==> src/rtl/pic_params.svh <==
// constants of the prioritized interrupt controller and its host bridge
`ifndef PIC_PARAMS_SVH
`define PIC_PARAMS_SVH
// link register indices of the controller end
`define PIC_REG_PENDING 4'h0
`define PIC_REG_ENABLE 4'h1
`define PIC_REG_ACK 4'h2
`define PIC_REG_CONTROL 4'h3
`define PIC_REG_EDGE_SEL 4'h4
`define PIC_REG_ACTIVE 4'h5
`define PIC_REG_TOP 4'h6
// control register fields
`define PIC_CTRL_MASTER 0
`define PIC_CTRL_HW_MODE 1
// top register fields
`define PIC_TOP_VALID 31
`define PIC_TOP_INDEX_W 5
// host local registers and the last link offset, byte offsets on the avalon side
`define PIC_HOST_STATUS 6'h20
`define PIC_HOST_MASK 6'h24
`define PIC_HOST_LINK_LAST 6'h18
// host status fields
`define PIC_EV_IRQ_RISE 0
`define PIC_EV_REFUSED 1
`define PIC_EV_W 2
// reset values
`define PIC_RST_WORD 32'h0000_0000
`define PIC_RST_EV 2'h0
`endif

==> src/rtl/pic_pkg.sv <==
// types shared by both ends of the interrupt controller
package pic_pkg;
   typedef logic [31:0] word_t;
   typedef logic [3:0] link_addr_t;

   typedef enum logic [1:0]
   {
      H_IDLE = 2'b00,
      H_LINK = 2'b01,
      H_DONE = 2'b10
   } host_state_e;

   typedef struct packed
   {
      word_t sync1;
      word_t sync2;
      word_t sync3;
      word_t filt;
      word_t pending;
      word_t enable;
      word_t edge_sel;
      logic master;
      logic hw_mode;
      logic ack;
      logic refused;
      logic irq;
      word_t rdata;
   } dev_state_s;

   typedef struct packed
   {
      host_state_e state;
      logic wr;
      link_addr_t addr;
      word_t wdata;
      word_t readdata;
      logic irq_q;
      logic [1:0] status;
      logic [1:0] mask;
   } host_state_s;
endpackage : pic_pkg
==> src/rtl/pic_link_if.sv <==
// link between the interrupt controller and its host bridge
`timescale 1ns/10ps
interface pic_link_if;
   logic req;                  // host holds until ack
   logic wr;                   // 1 write, 0 read
   logic [3:0] addr;           // register index
   logic [31:0] wdata;         // write data
   logic [31:0] rdata;         // read data, valid with ack
   logic ack;                  // one-cycle answer
   logic irq;                  // processor request level
   logic refused;              // one-cycle pulse, mode return refused

   modport dev
   (
      input req, wr, addr, wdata,
      output rdata, ack, irq, refused
   );

   modport host
   (
      output req, wr, addr, wdata,
      input rdata, ack, irq, refused
   );
endinterface : pic_link_if

==> src/rtl/pic_controller.sv <==
// prioritized interrupt controller, device end of the link
//
// Our own choices: the register offsets and register access over Avalon-MM.
`timescale 1ns/10ps
`include "pic_params.svh"
module pic_controller
#(
   parameter int SOURCE_COUNT = 32
)
(
   input wire logic CLK,                          // 125 MHz clock
   input wire logic RST,                          // synchronous reset, high
   input wire logic [SOURCE_COUNT-1:0] SRC_IN,    // peripheral request lines
   pic_link_if.dev LINK                           // link to host bridge
);
   import pic_pkg::*;

   // sources at or above SOURCE_COUNT are masked everywhere, so they never pend
   // limitation: at most 32 sources, one per bit of a link word
   localparam word_t SRC_MASK = word_t'((64'h1 << SOURCE_COUNT) - 64'h1);

   // whole state of the controller end, registered in one place
   dev_state_s st;
   dev_state_s next_st;

   // lowest set index wins, as index zero is the most urgent source
   function automatic word_t top_of(input word_t act);
      word_t r;
      r = `PIC_RST_WORD;
      // scan downward so the last hit, the lowest index, is the one kept
      for (int i = 31; i >= 0; i--)
      begin
         if (act[i])
         begin
            r = `PIC_RST_WORD;
            r[`PIC_TOP_VALID] = 1'b1;
            r[`PIC_TOP_INDEX_W-1:0] = i[`PIC_TOP_INDEX_W-1:0];
         end
      end
      return r;
   endfunction : top_of

   // capture terms
   word_t rise;
   word_t hw_set;
   word_t sw_set;
   word_t clr;
   word_t active;
   // link decode strobes
   logic take;
   logic wr_take;
   logic rd_take;
   logic wr_pending;
   logic wr_enable;
   logic wr_ack;
   logic wr_control;
   logic wr_edge;
   logic back_to_sw;

   // a taken write that lands on one register index
   function automatic logic hit(input logic strobe, input link_addr_t a, input link_addr_t idx);
      return strobe && (a == idx);
   endfunction : hit

   // read view of one index; write-only and unmapped indices read as zero
   function automatic word_t read_view(input link_addr_t a, input dev_state_s s, input word_t act);
      word_t r;
      r = `PIC_RST_WORD;
      if (a == `PIC_REG_PENDING)
      begin
         r = s.pending;
      end
      else if (a == `PIC_REG_ENABLE)
      begin
         r = s.enable;
      end
      else if (a == `PIC_REG_CONTROL)
      begin
         // master reads back in bit zero, mode in bit one
         r = 32'({s.hw_mode, s.master});
      end
      else if (a == `PIC_REG_EDGE_SEL)
      begin
         r = s.edge_sel;
      end
      else if (a == `PIC_REG_ACTIVE)
      begin
         r = act;
      end
      else if (a == `PIC_REG_TOP)
      begin
         r = top_of(act);
      end
      return r;
   endfunction : read_view

   // link decode; the host holds req until ack, so the ack cycle never takes a second time
   always_comb
   begin
      take = LINK.req && !st.ack;
      wr_take = take && LINK.wr;
      rd_take = take && !LINK.wr;
      // one strobe per writable index
      wr_pending = hit(wr_take, LINK.addr, `PIC_REG_PENDING);
      wr_enable = hit(wr_take, LINK.addr, `PIC_REG_ENABLE);
      wr_ack = hit(wr_take, LINK.addr, `PIC_REG_ACK);
      wr_control = hit(wr_take, LINK.addr, `PIC_REG_CONTROL);
      wr_edge = hit(wr_take, LINK.addr, `PIC_REG_EDGE_SEL);
      // a control write with the mode bit clear asks for software trigger mode again
      back_to_sw = wr_control && !LINK.wdata[`PIC_CTRL_HW_MODE];
   end

   // capture terms from the filtered pins and from link writes
   always_comb
   begin
      // settled rise: stages two and three agree high while the filtered level is still low
      rise = (st.sync2 & st.sync3 & ~st.filt) & SRC_MASK;
      // edge sources latch on a settled rise, level sources while high
      hw_set = ((st.edge_sel & rise) | (~st.edge_sel & st.filt)) & SRC_MASK;
      // modes exclude each other: pins count only in hardware mode, writes only in software mode
      hw_set = st.hw_mode ? hw_set : `PIC_RST_WORD;

      // software trigger: a one written pends the source, a zero leaves it alone
      sw_set = (wr_pending && !st.hw_mode) ? (LINK.wdata & SRC_MASK) : `PIC_RST_WORD;
      // acknowledge is a write of ones; bits written zero stay untouched
      clr = wr_ack ? (LINK.wdata & SRC_MASK) : `PIC_RST_WORD;

      // pending and enabled together, before the master gate
      active = st.pending & st.enable;
   end

   // next state; one copy of the whole state is built here
   always_comb
   begin
      next_st = st;

      // three-stage synchroniser, a level counts once stages two and three agree
      next_st.sync1 = 32'(SRC_IN);
      next_st.sync2 = st.sync1;
      next_st.sync3 = st.sync2;
      next_st.filt = (st.sync2 & st.sync3) | (st.filt & (st.sync2 | st.sync3));

      // set beats clear, so a level still high re-pends after an early ack
      next_st.pending = ((st.pending & ~clr) | hw_set | sw_set) & SRC_MASK;

      // ack answers one cycle after the take; read data stands only in that cycle
      next_st.ack = take;
      next_st.rdata = rd_take ? read_view(LINK.addr, st, active) : `PIC_RST_WORD;

      // per-source enables, written as a whole word
      if (wr_enable)
      begin
         next_st.enable = LINK.wdata & SRC_MASK;
      end
      // capture type per source, a one means edge
      if (wr_edge)
      begin
         next_st.edge_sel = LINK.wdata & SRC_MASK;
      end
      // master and mode share one register
      if (wr_control)
      begin
         next_st.master = LINK.wdata[`PIC_CTRL_MASTER];
         // hardware mode is one-way; only a reset brings software trigger mode back
         next_st.hw_mode = st.hw_mode | LINK.wdata[`PIC_CTRL_HW_MODE];
      end

      // a refused return shows for one cycle so the host can latch it as an event
      next_st.refused = back_to_sw && st.hw_mode;
      // request follows pending-and-enabled, gated by master; enable takes effect next edge
      // built from the next state so the request does not lag its cause by an extra cycle
      next_st.irq = next_st.master && (|(next_st.pending & next_st.enable));
   end

   // register the state; reset lands in software trigger mode, all disabled
   always_ff @(posedge CLK)
   begin
      if (RST)
      begin
         st <= '0;
      end
      else
      begin
         st <= next_st;
      end
   end

   // every link output comes straight from a flip-flop
   assign LINK.rdata = st.rdata;
   assign LINK.ack = st.ack;
   assign LINK.irq = st.irq;
   assign LINK.refused = st.refused;
endmodule : pic_controller

==> src/flat_wrapper.sv <==
// flat-port wrapper written by rule: the top's interface ports become plain ports
module pic_controller_flat import pic_pkg::*;
#(
   parameter int SOURCE_COUNT = 32
)
  (CLK, RST, SRC_IN, LINK_req, LINK_wr, LINK_addr, LINK_wdata, LINK_rdata, LINK_ack, LINK_irq, LINK_refused);
  pic_link_if LINK_i ();
  input wire logic CLK;
  input wire logic RST;
  input wire logic [SOURCE_COUNT-1:0] SRC_IN;
  input wire logic [$bits(LINK_i.req)-1:0] LINK_req;
  input wire logic [$bits(LINK_i.wr)-1:0] LINK_wr;
  input wire logic [$bits(LINK_i.addr)-1:0] LINK_addr;
  input wire logic [$bits(LINK_i.wdata)-1:0] LINK_wdata;
  output wire logic [$bits(LINK_i.rdata)-1:0] LINK_rdata;
  output wire logic [$bits(LINK_i.ack)-1:0] LINK_ack;
  output wire logic [$bits(LINK_i.irq)-1:0] LINK_irq;
  output wire logic [$bits(LINK_i.refused)-1:0] LINK_refused;
  assign LINK_i.req = LINK_req;
  assign LINK_i.wr = LINK_wr;
  assign LINK_i.addr = LINK_addr;
  assign LINK_i.wdata = LINK_wdata;
  assign LINK_rdata = LINK_i.rdata;
  assign LINK_ack = LINK_i.ack;
  assign LINK_irq = LINK_i.irq;
  assign LINK_refused = LINK_i.refused;
  pic_controller #(.SOURCE_COUNT(SOURCE_COUNT)) u_core (.CLK(CLK), .RST(RST), .SRC_IN(SRC_IN), .LINK(LINK_i));
endmodule
==> config.mk <==
export PLATFORM = sky130hd
export DESIGN_NAME = pic_controller_flat
export DESIGN_NICKNAME = d
export VERILOG_FILES = /design/src/rtl/pic_pkg.sv /design/src/rtl/pic_link_if.sv /design/src/rtl/pic_controller.sv /design/src/flat_wrapper.sv
export VERILOG_INCLUDE_DIRS = /design/src /design/src/rtl
export SDC_FILE = /design/constraint.sdc
export NUM_CORES = 1
export LEC_CHECK = 0
export BUFFER_PORTS_ARGS = -buffer_cell sky130_fd_sc_hd__buf_4
export CELL_PAD_IN_SITES_DETAIL_PLACEMENT = 0
export CELL_PAD_IN_SITES_GLOBAL_PLACEMENT = 2
export CORE_MARGIN = 1
export CORE_UTILIZATION = 37
export CTS_BUF_LIST = sky130_fd_sc_hd__clkbuf_8
export DETAILED_ROUTE_END_ITERATION = 8
export GPL_ROUTABILITY_DRIVEN = 0
export PLACE_DENSITY = 0.86
export SLEW_MARGIN = 20
export SYNTH_ARGS = -nofsm -noshare
export SYNTH_HDL_FRONTEND = slang
export SYNTH_SLANG_ARGS = --single-unit
==> constraint.sdc <==
create_clock -name CLK -period 3.1 [get_ports CLK]
set_input_delay 0.62 -clock CLK [delete_from_list [all_inputs] [get_ports CLK]]
set_output_delay 0.62 -clock CLK [all_outputs]
set_load 0.005 [all_outputs]
==> reports/qor.txt, run 1 <==
Peak per-stage delay on the critical path = 520 ps
NetSw = 0.00161 W
Worst path arrival time = 3070 ps
CP cell instances = and3b_1 > and4b_4 > nand2_1 > a222oi_1 > o22ai_1 > or4_1 > nor4_1 > a311oi_1
Syn Nets = 1299
Clock Power Share = 0.456
Die Y = 171 microns
Switching share of power = 0.231
Lkg Pwr = 4.84 nW
RSZ-0062 raised after global routing = false
Total CTS buffers = 46
Sequential share of the synthesized area = 0.496
Reg2reg path depth = 8
Seq cells post-synth = 261
Post-synthesis cell count = 1227
Run status = complete, no violations
Achievable Freq = 373 MHz
Max_cap viols = 0
Final slew viol count = 0
Clk slew on worst S/H paths = 70 ps
Syn_area_per_cell = 8.58 sq um
Pwr Density = 562 mW/mm^2
Slew at the pin closest to its max-slew limit = 1100 ps
# rows = 61
Fraction of registers with async set or reset after synthesis = 0
Core area = 0.0279 sq mm
Post-Synthesis Cell Area = 0.0105 sq mm
Post-CTS Resized = 0
Ratio of cells with drive above 1 in the final layout = 0.158
HPWL Detailed = 19300 microns
Maximum ir drop on the vdd rail = 311 uV
Total Routing Usage GR = 0.202
Io pins = 107
Pint = 0.00536 W
Initial antenna violation count = 1
Sequential group share of total power = 0.496
Post-CTS Setup Bufs = 0
Crit share post-route = 0.865
First drt pass iteration count = 5
Vias/cell = 5.23
Starting DRT DRC Count = 678
Crit. path cell count = 8
Gate power share = 0.048
DR vias = 8941
Total power = 0.00697 W
Routed wire length = 29200 microns
Synth warn = 0
Antenna diodes = 0
CTS hold repair buffers = 0
CTS tree = done
DRC = 0
Final hold vios = 0
Top FF cell, synth = dfxtp_1
EDFF count, synth = 0
Largest net degree at the start of global routing = 230
Worst path required time = 3490 ps
Avg WL per Cell = 17.1 microns
Vias in the first global route = 8250
Initial Util = 0.378
Tmin final = 2680 ps
CP Capture Type = flop
CTS sink count = 261
Max Fanout on Critical Path = 20
WP buf/inv = 0
Setup Crit Path Kind = flop to flop
# setup viols final = 0
First-pass GRT wire length = 45700 microns
# nets final = 1370
Pre-CTS setup slack = 127 ps
Die area = 0.0291 sq mm
CTS H-tree lvls = 2
Clock Skew = 32.2 ps
Count of input and output buffers = 106
Relative max-transition margin = 0.267
CP max stage cell = or4_1
Delay-heaviest family, CP = simple AND/OR/NAND/NOR gates
DRT antenna net count = 0
Worst hold stages = 2
Worst skew pair latency = 560 ps
Distinct cells, synth = 59
Grt ovf = 0
Worst setup margin = 418 ps
Worst hold path class = input pin to flop
Die width = 171 microns
CTS max path bufs = 3
Clock Root Buffer = clkbuf_8
Critical path startpoint category = flop
Synthesis-to-layout area growth = 17.8%
Setup TNS = 0 ps
through the flow:
| step | cell area (sq um) | utilization | hold slack, ps | cells |
|---|---|---|---|---|
| 4_1_cts | 12400 | 0.445 | 234 | 1710 |
| 5_1_grt | 12400 | 0.445 | 249 | 1710 |
| 3_5_place_dp | 11500 | 0.411 | 423 | 1628 |
| 3_3_place_gp | 11500 | 0.411 | 416 | 1628 |
| 2_1_floorplan | 10500 | - | 414 | 1227 |
| 6_report | 12400 | 0.445 | 273 | 1710 |
logic make-up after synthesis:
kind of cell | after synthesis | synth area share
compound gates | 286 | 0.178
simple gates | 505 | 0.226
mux | 37 | 0.0359
flops | 261 | 0.496
buf+inv | 138 | 0.0638
cell type report:
| cell class | instances | area [sq um] |
|---|---|---|
| inverters | 34 | 128 |
| well taps | 378 | 473 |
| flip-flops and latches | 261 | 5230 |
| clock inverters | 19 | 77.6 |
| repair buffers | 127 | 995 |
| multi-input cells | 828 | 4640 |
| fillers | 2815 | 15500 |
| clock buffers | 63 | 867 |
cell usage after synthesis, types with 3 or more instances:
cell type / number / share of area
nor4_1: 3 / 0.0018
buf_1: 10 / 0.0036
a22oi_1: 6 / 0.0043
nand2_1: 252 / 0.090
mux2_2: 5 / 0.0053
mux2i_1: 31 / 0.029
dfxtp_1: 261 / 0.50
o21ai_0: 73 / 0.035
a221oi_1: 26 / 0.022
a31oi_1: 4 / 0.0024
and2_1: 4 / 0.0024
buf_4: 32 / 0.023
clkbuf_1: 50 / 0.018
o22ai_1: 13 / 0.0077
a222oi_1: 31 / 0.029
nand4_1: 32 / 0.019
a21oi_1: 83 / 0.039
o221ai_1: 3 / 0.0025
inv_1: 34 / 0.012
nor3_1: 7 / 0.0033
buf_2: 9 / 0.0043
nor2b_1: 100 / 0.059
nand2b_1: 3 / 0.0018
nor2_1: 74 / 0.026
buf_6: 3 / 0.0032
nand3_1: 11 / 0.0052
a221o_1: 3 / 0.0029
a211oi_1: 26 / 0.019
and3_1: 3 / 0.0018
routing by layer:
metal | up-vias | routed length [microns] | track usage
li1 | 4417 | - | -
met1 | 4190 | 13700 | 0.280
met2 | 281 | 12900 | 0.314
met3 | 53 | 1960 | 0.0377
met4 | 0 | 693 | 0.0670
met5 | - | 0 | 0
registers in the layout, summed over array words and instances (netlist names):
| name | count |
|---|---|
| u_core.st | 162 |
| u_core.next_st | 64 |
| u_core.LINK.rdata | 32 |
| u_core.LINK.ack | 1 |
| u_core.LINK.irq | 1 |
| u_core.LINK.refused | 1 |
path summary, 6_finish.rpt:
kind	from	end	slack, ps
max	u_core.LINK.ack	u_core.LINK.irq	420
min	SRC_IN[24]	u_core.next_st[221]	270
max reg2reg	u_core.LINK.ack	u_core.LINK.irq	420
min reg2reg	u_core.next_st[225]	u_core.next_st[193]	430
placed cells by master (no fill, tap or decap), types with 2 or more instances in the layout:
cell type  count
nor3_1         7
and2_1         4
mux2_2         5
mux2i_1       31
o22ai_1       13
nor2_1        73
nand2b_1       3
inv_1         48
o221ai_1       3
nor2b_1      100
buf_12         3
dfxtp_1      261
and3_1         3
or3_1          2
clkinv_2       5
a221oi_1      26
a21boi_0       2
o22a_1         2
nand4_1       32
a222oi_1      31
or3b_2         2
a21oi_1       83
nand2_1      252
a211oi_1      26
clkbuf_8      63
nand3_1       11
a221o_1        3
o21ai_0       73
buf_4        123
a22oi_1        6
a31oi_1        4
nor4_1         3
power groups by stage:
stage          Sequential, W  Clock, W  Combinational [W]
2_1_floorplan        0.00352         0           0.000183
3_3_place_gp         0.00353         0           0.000333
3_5_place_dp         0.00353         0           0.000335
4_1_cts              0.00346   0.00327           0.000336
5_1_grt              0.00346   0.00343           0.000366
6_report             0.00346   0.00317           0.000334
(Power assumes the default switching activity.)
==> run 2: changes to the inputs <==
CORE_ASPECT_RATIO = 1.5   (was not set)
==> run 2 against run 1 <==
  * First-iteration DRC count rose by 18%
  * Largest cell class unchanged
  * Highest routed layer unchanged
  * Count of clock-buffer cells in the layout fell by 12
  * Core utilization fell by 0.94 points
  * Critical path type unchanged
==> reports/qor.txt, run 2 (synthesis results as in run 1) <==
Achievable Freq = 382 MHz (+2.5%)
Worst hold path class = input pin to flop
Critical path startpoint category = flop
Setup Crit Path Kind = flop to flop
Antenna diodes = 0 (unchanged)
Clock Skew = 18.6 ps (-13.6 ps)
Grt met3 use = 0.0346 (-0.00310)
HPWL Detailed = 20300 microns (+5.5%)
Fillers = 2878 (+2.2%)
DRT antenna net count = 0 (unchanged)
CTS hold repair buffers = 0 (unchanged)
CTS sink count = 261 (unchanged)
Max_cap viols = 0 (unchanged)
Post-route design area = 0.0122 sq mm (-1.7%)
Worst skew pair latency = 560 ps (about the same)
Total Routing Usage GR = 0.203 (+0.000870)
Post-CTS Resized = 0 (unchanged)
Pwr Density = 541 mW/mm^2 (-3.8%)
Core area = 0.0280 sq mm (+0.38%)
Max Fanout on Critical Path = 10 (-50%)
CP Capture Type = flop
Crit share post-route = 0.844 (-0.0209)
# nets final = 1363 (-0.51%)
Die Y = 209 microns (+22%)
DR vias = 8782 (-1.8%)
Maximum ir drop on the vdd rail = 311 uV (about the same)
Setup TNS = 0 ps (unchanged)
First drt pass iteration count = 8 (+3)
GR peak layer = met2
First-pass GRT wire length = 45600 microns (-0.11%)
Max FFs per register = 162 (unchanged)
Reg with most FFs = u_core.st
Grt ovf = 0 (unchanged)
Initial Util = 0.377 (-0.00144)
Starting DRT DRC Count = 803 (+18%)
Relative max-transition margin = 0.380 (+0.113)
Run status = complete, no violations
Die width = 140 microns (-18%)
Final hold vios = 0 (unchanged)
Reg area = 0.00523 sq mm (unchanged)
Hold Worst Slack = 260 ps (-12.7 ps)
CTS tree = done
Slew at the pin closest to its max-slew limit = 930 ps (-169 ps)
Commonest non-fill, non-tap cell in the layout = dfxtp_1
GR Layer Usage met1 = 0.249 (-0.0314)
Synthesis-to-layout area growth = 15.8%
Total CTS buffers = 41 (-11%)
DRC = 0 (unchanged)
Largest net degree at the start of global routing = 205 (-11%)
Vias/cell = 5.28 (+0.94%)
Ratio of cells with drive above 1 in the final layout = 0.150 (-0.00743)
Io pins = 107 (unchanged)
Die area = 0.0292 sq mm (about the same)
Avg WL per Cell = 17.9 microns (+4.5%)
CTS H-tree lvls = 2 (unchanged)
Clk slew on worst S/H paths = 60 ps (about the same)
Count of input and output buffers = 106 (unchanged)
Vias in the first global route = 8112 (-1.7%)
CTS max path bufs = 3 (unchanged)
Routing usage on met2 = 0.345 (+0.0311)
# setup viols final = 0 (unchanged)
Post-CTS Setup Bufs = 0 (unchanged)
Area of the multi-input gates = 0.00464 sq mm (unchanged)
Lkg Pwr = 4.73 nW (-2.1%)
Final slew viol count = 0 (unchanged)
Most frequent cells in the layout = dfxtp_1 (261), nand2_1 (252), buf_4 (121)
Initial antenna violation count = 0 (-1)
Routed wire length = 29700 microns (+1.7%)
# rows = 75 (+23%)
Worst path required time = 3510 ps (+20 ps)
Worst path arrival time = 3030 ps (-40 ps)
Clock Root Buffer = clkbuf_8
RSZ-0062 raised after global routing = false
Tmin final = 2620 ps (-64.8 ps)
Placed Area = 0.0114 sq mm (-0.48%)
==> run 2: cell count changes in the layout (fill, tap and decap cells not counted), sizes merged <==
cell,delta
buf,-2
inv,-2
clkinv,+1
clkinvlp,+1
clkbuf,-12
==> run 2: per-stage QoR <==
| step | util | total power [W] | setup slack [ps] | instances |
|---|---|---|---|---|
| 3_5_place_dp | 0.408 | 0.00387 | 153 | 1594 |
| 3_3_place_gp | 0.408 | 0.00387 | 193 | 1594 |
| 2_1_floorplan | - | 0.00370 | 556 | 1227 |
| 5_1_grt | 0.436 | 0.00687 | 382 | 1664 |
| 6_report | 0.436 | 0.00659 | 483 | 1664 |
| 4_1_cts | 0.436 | 0.00669 | 495 | 1664 |
==> run 2: cell type report <==
class                           count  area share
Tap cell                          346      0.0355
Clock inverter                     19     0.00677
Timing Repair Buffer              125      0.0804
Inverter                           34      0.0105
Sequential cell                   261       0.429
Clock buffer                       51      0.0576
Multi-Input combinational cell    828       0.381
==> run 2: worst max-delay path, cell delays in order (launching register included) <==
cell      delay [ps]
dfxtp_1          320
and3b_1          280
and4b_4          370
buf_4            210
nand2_1           70
a222oi_1         580
o22ai_1          190
nor4_1           290
a311oi_1         130
==> run 2: path summary, 6_finish.rpt <==
| path | depth (start not counted) | startpoint | slack [ps] | to |
|---|---|---|---|---|
| worst max-delay path | 8 | u_core.LINK.ack | 480 | u_core.LINK.irq |
| worst min-delay path | 2 | SRC_IN[5] | 260 | u_core.next_st[202] |
| worst max register to register | 8 | u_core.LINK.ack | 480 | u_core.LINK.irq |
| worst min register to register | 1 | u_core.next_st[213] | 430 | u_core.next_st[181] |
==> run 2: per-layer routing <==
layer,up-vias,share of wire
met2,289,0.48
met3,71,0.055
li1,4387,-
met5,-,0
met1,4035,0.42
met4,0,0.037
==> run 2: report_power, final <==
part / internal [W] / total, W / switching [W] / leakage (nW)
sequential: 0.00342 / 0.00346 / 0.0000373 / 2.12
clock: 0.00148 / 0.00279 / 0.00132 / 0.454
combinational: 0.000141 / 0.000338 / 0.000197 / 2.16
total: 0.00504 / 0.00659 / 0.00155 / 4.73
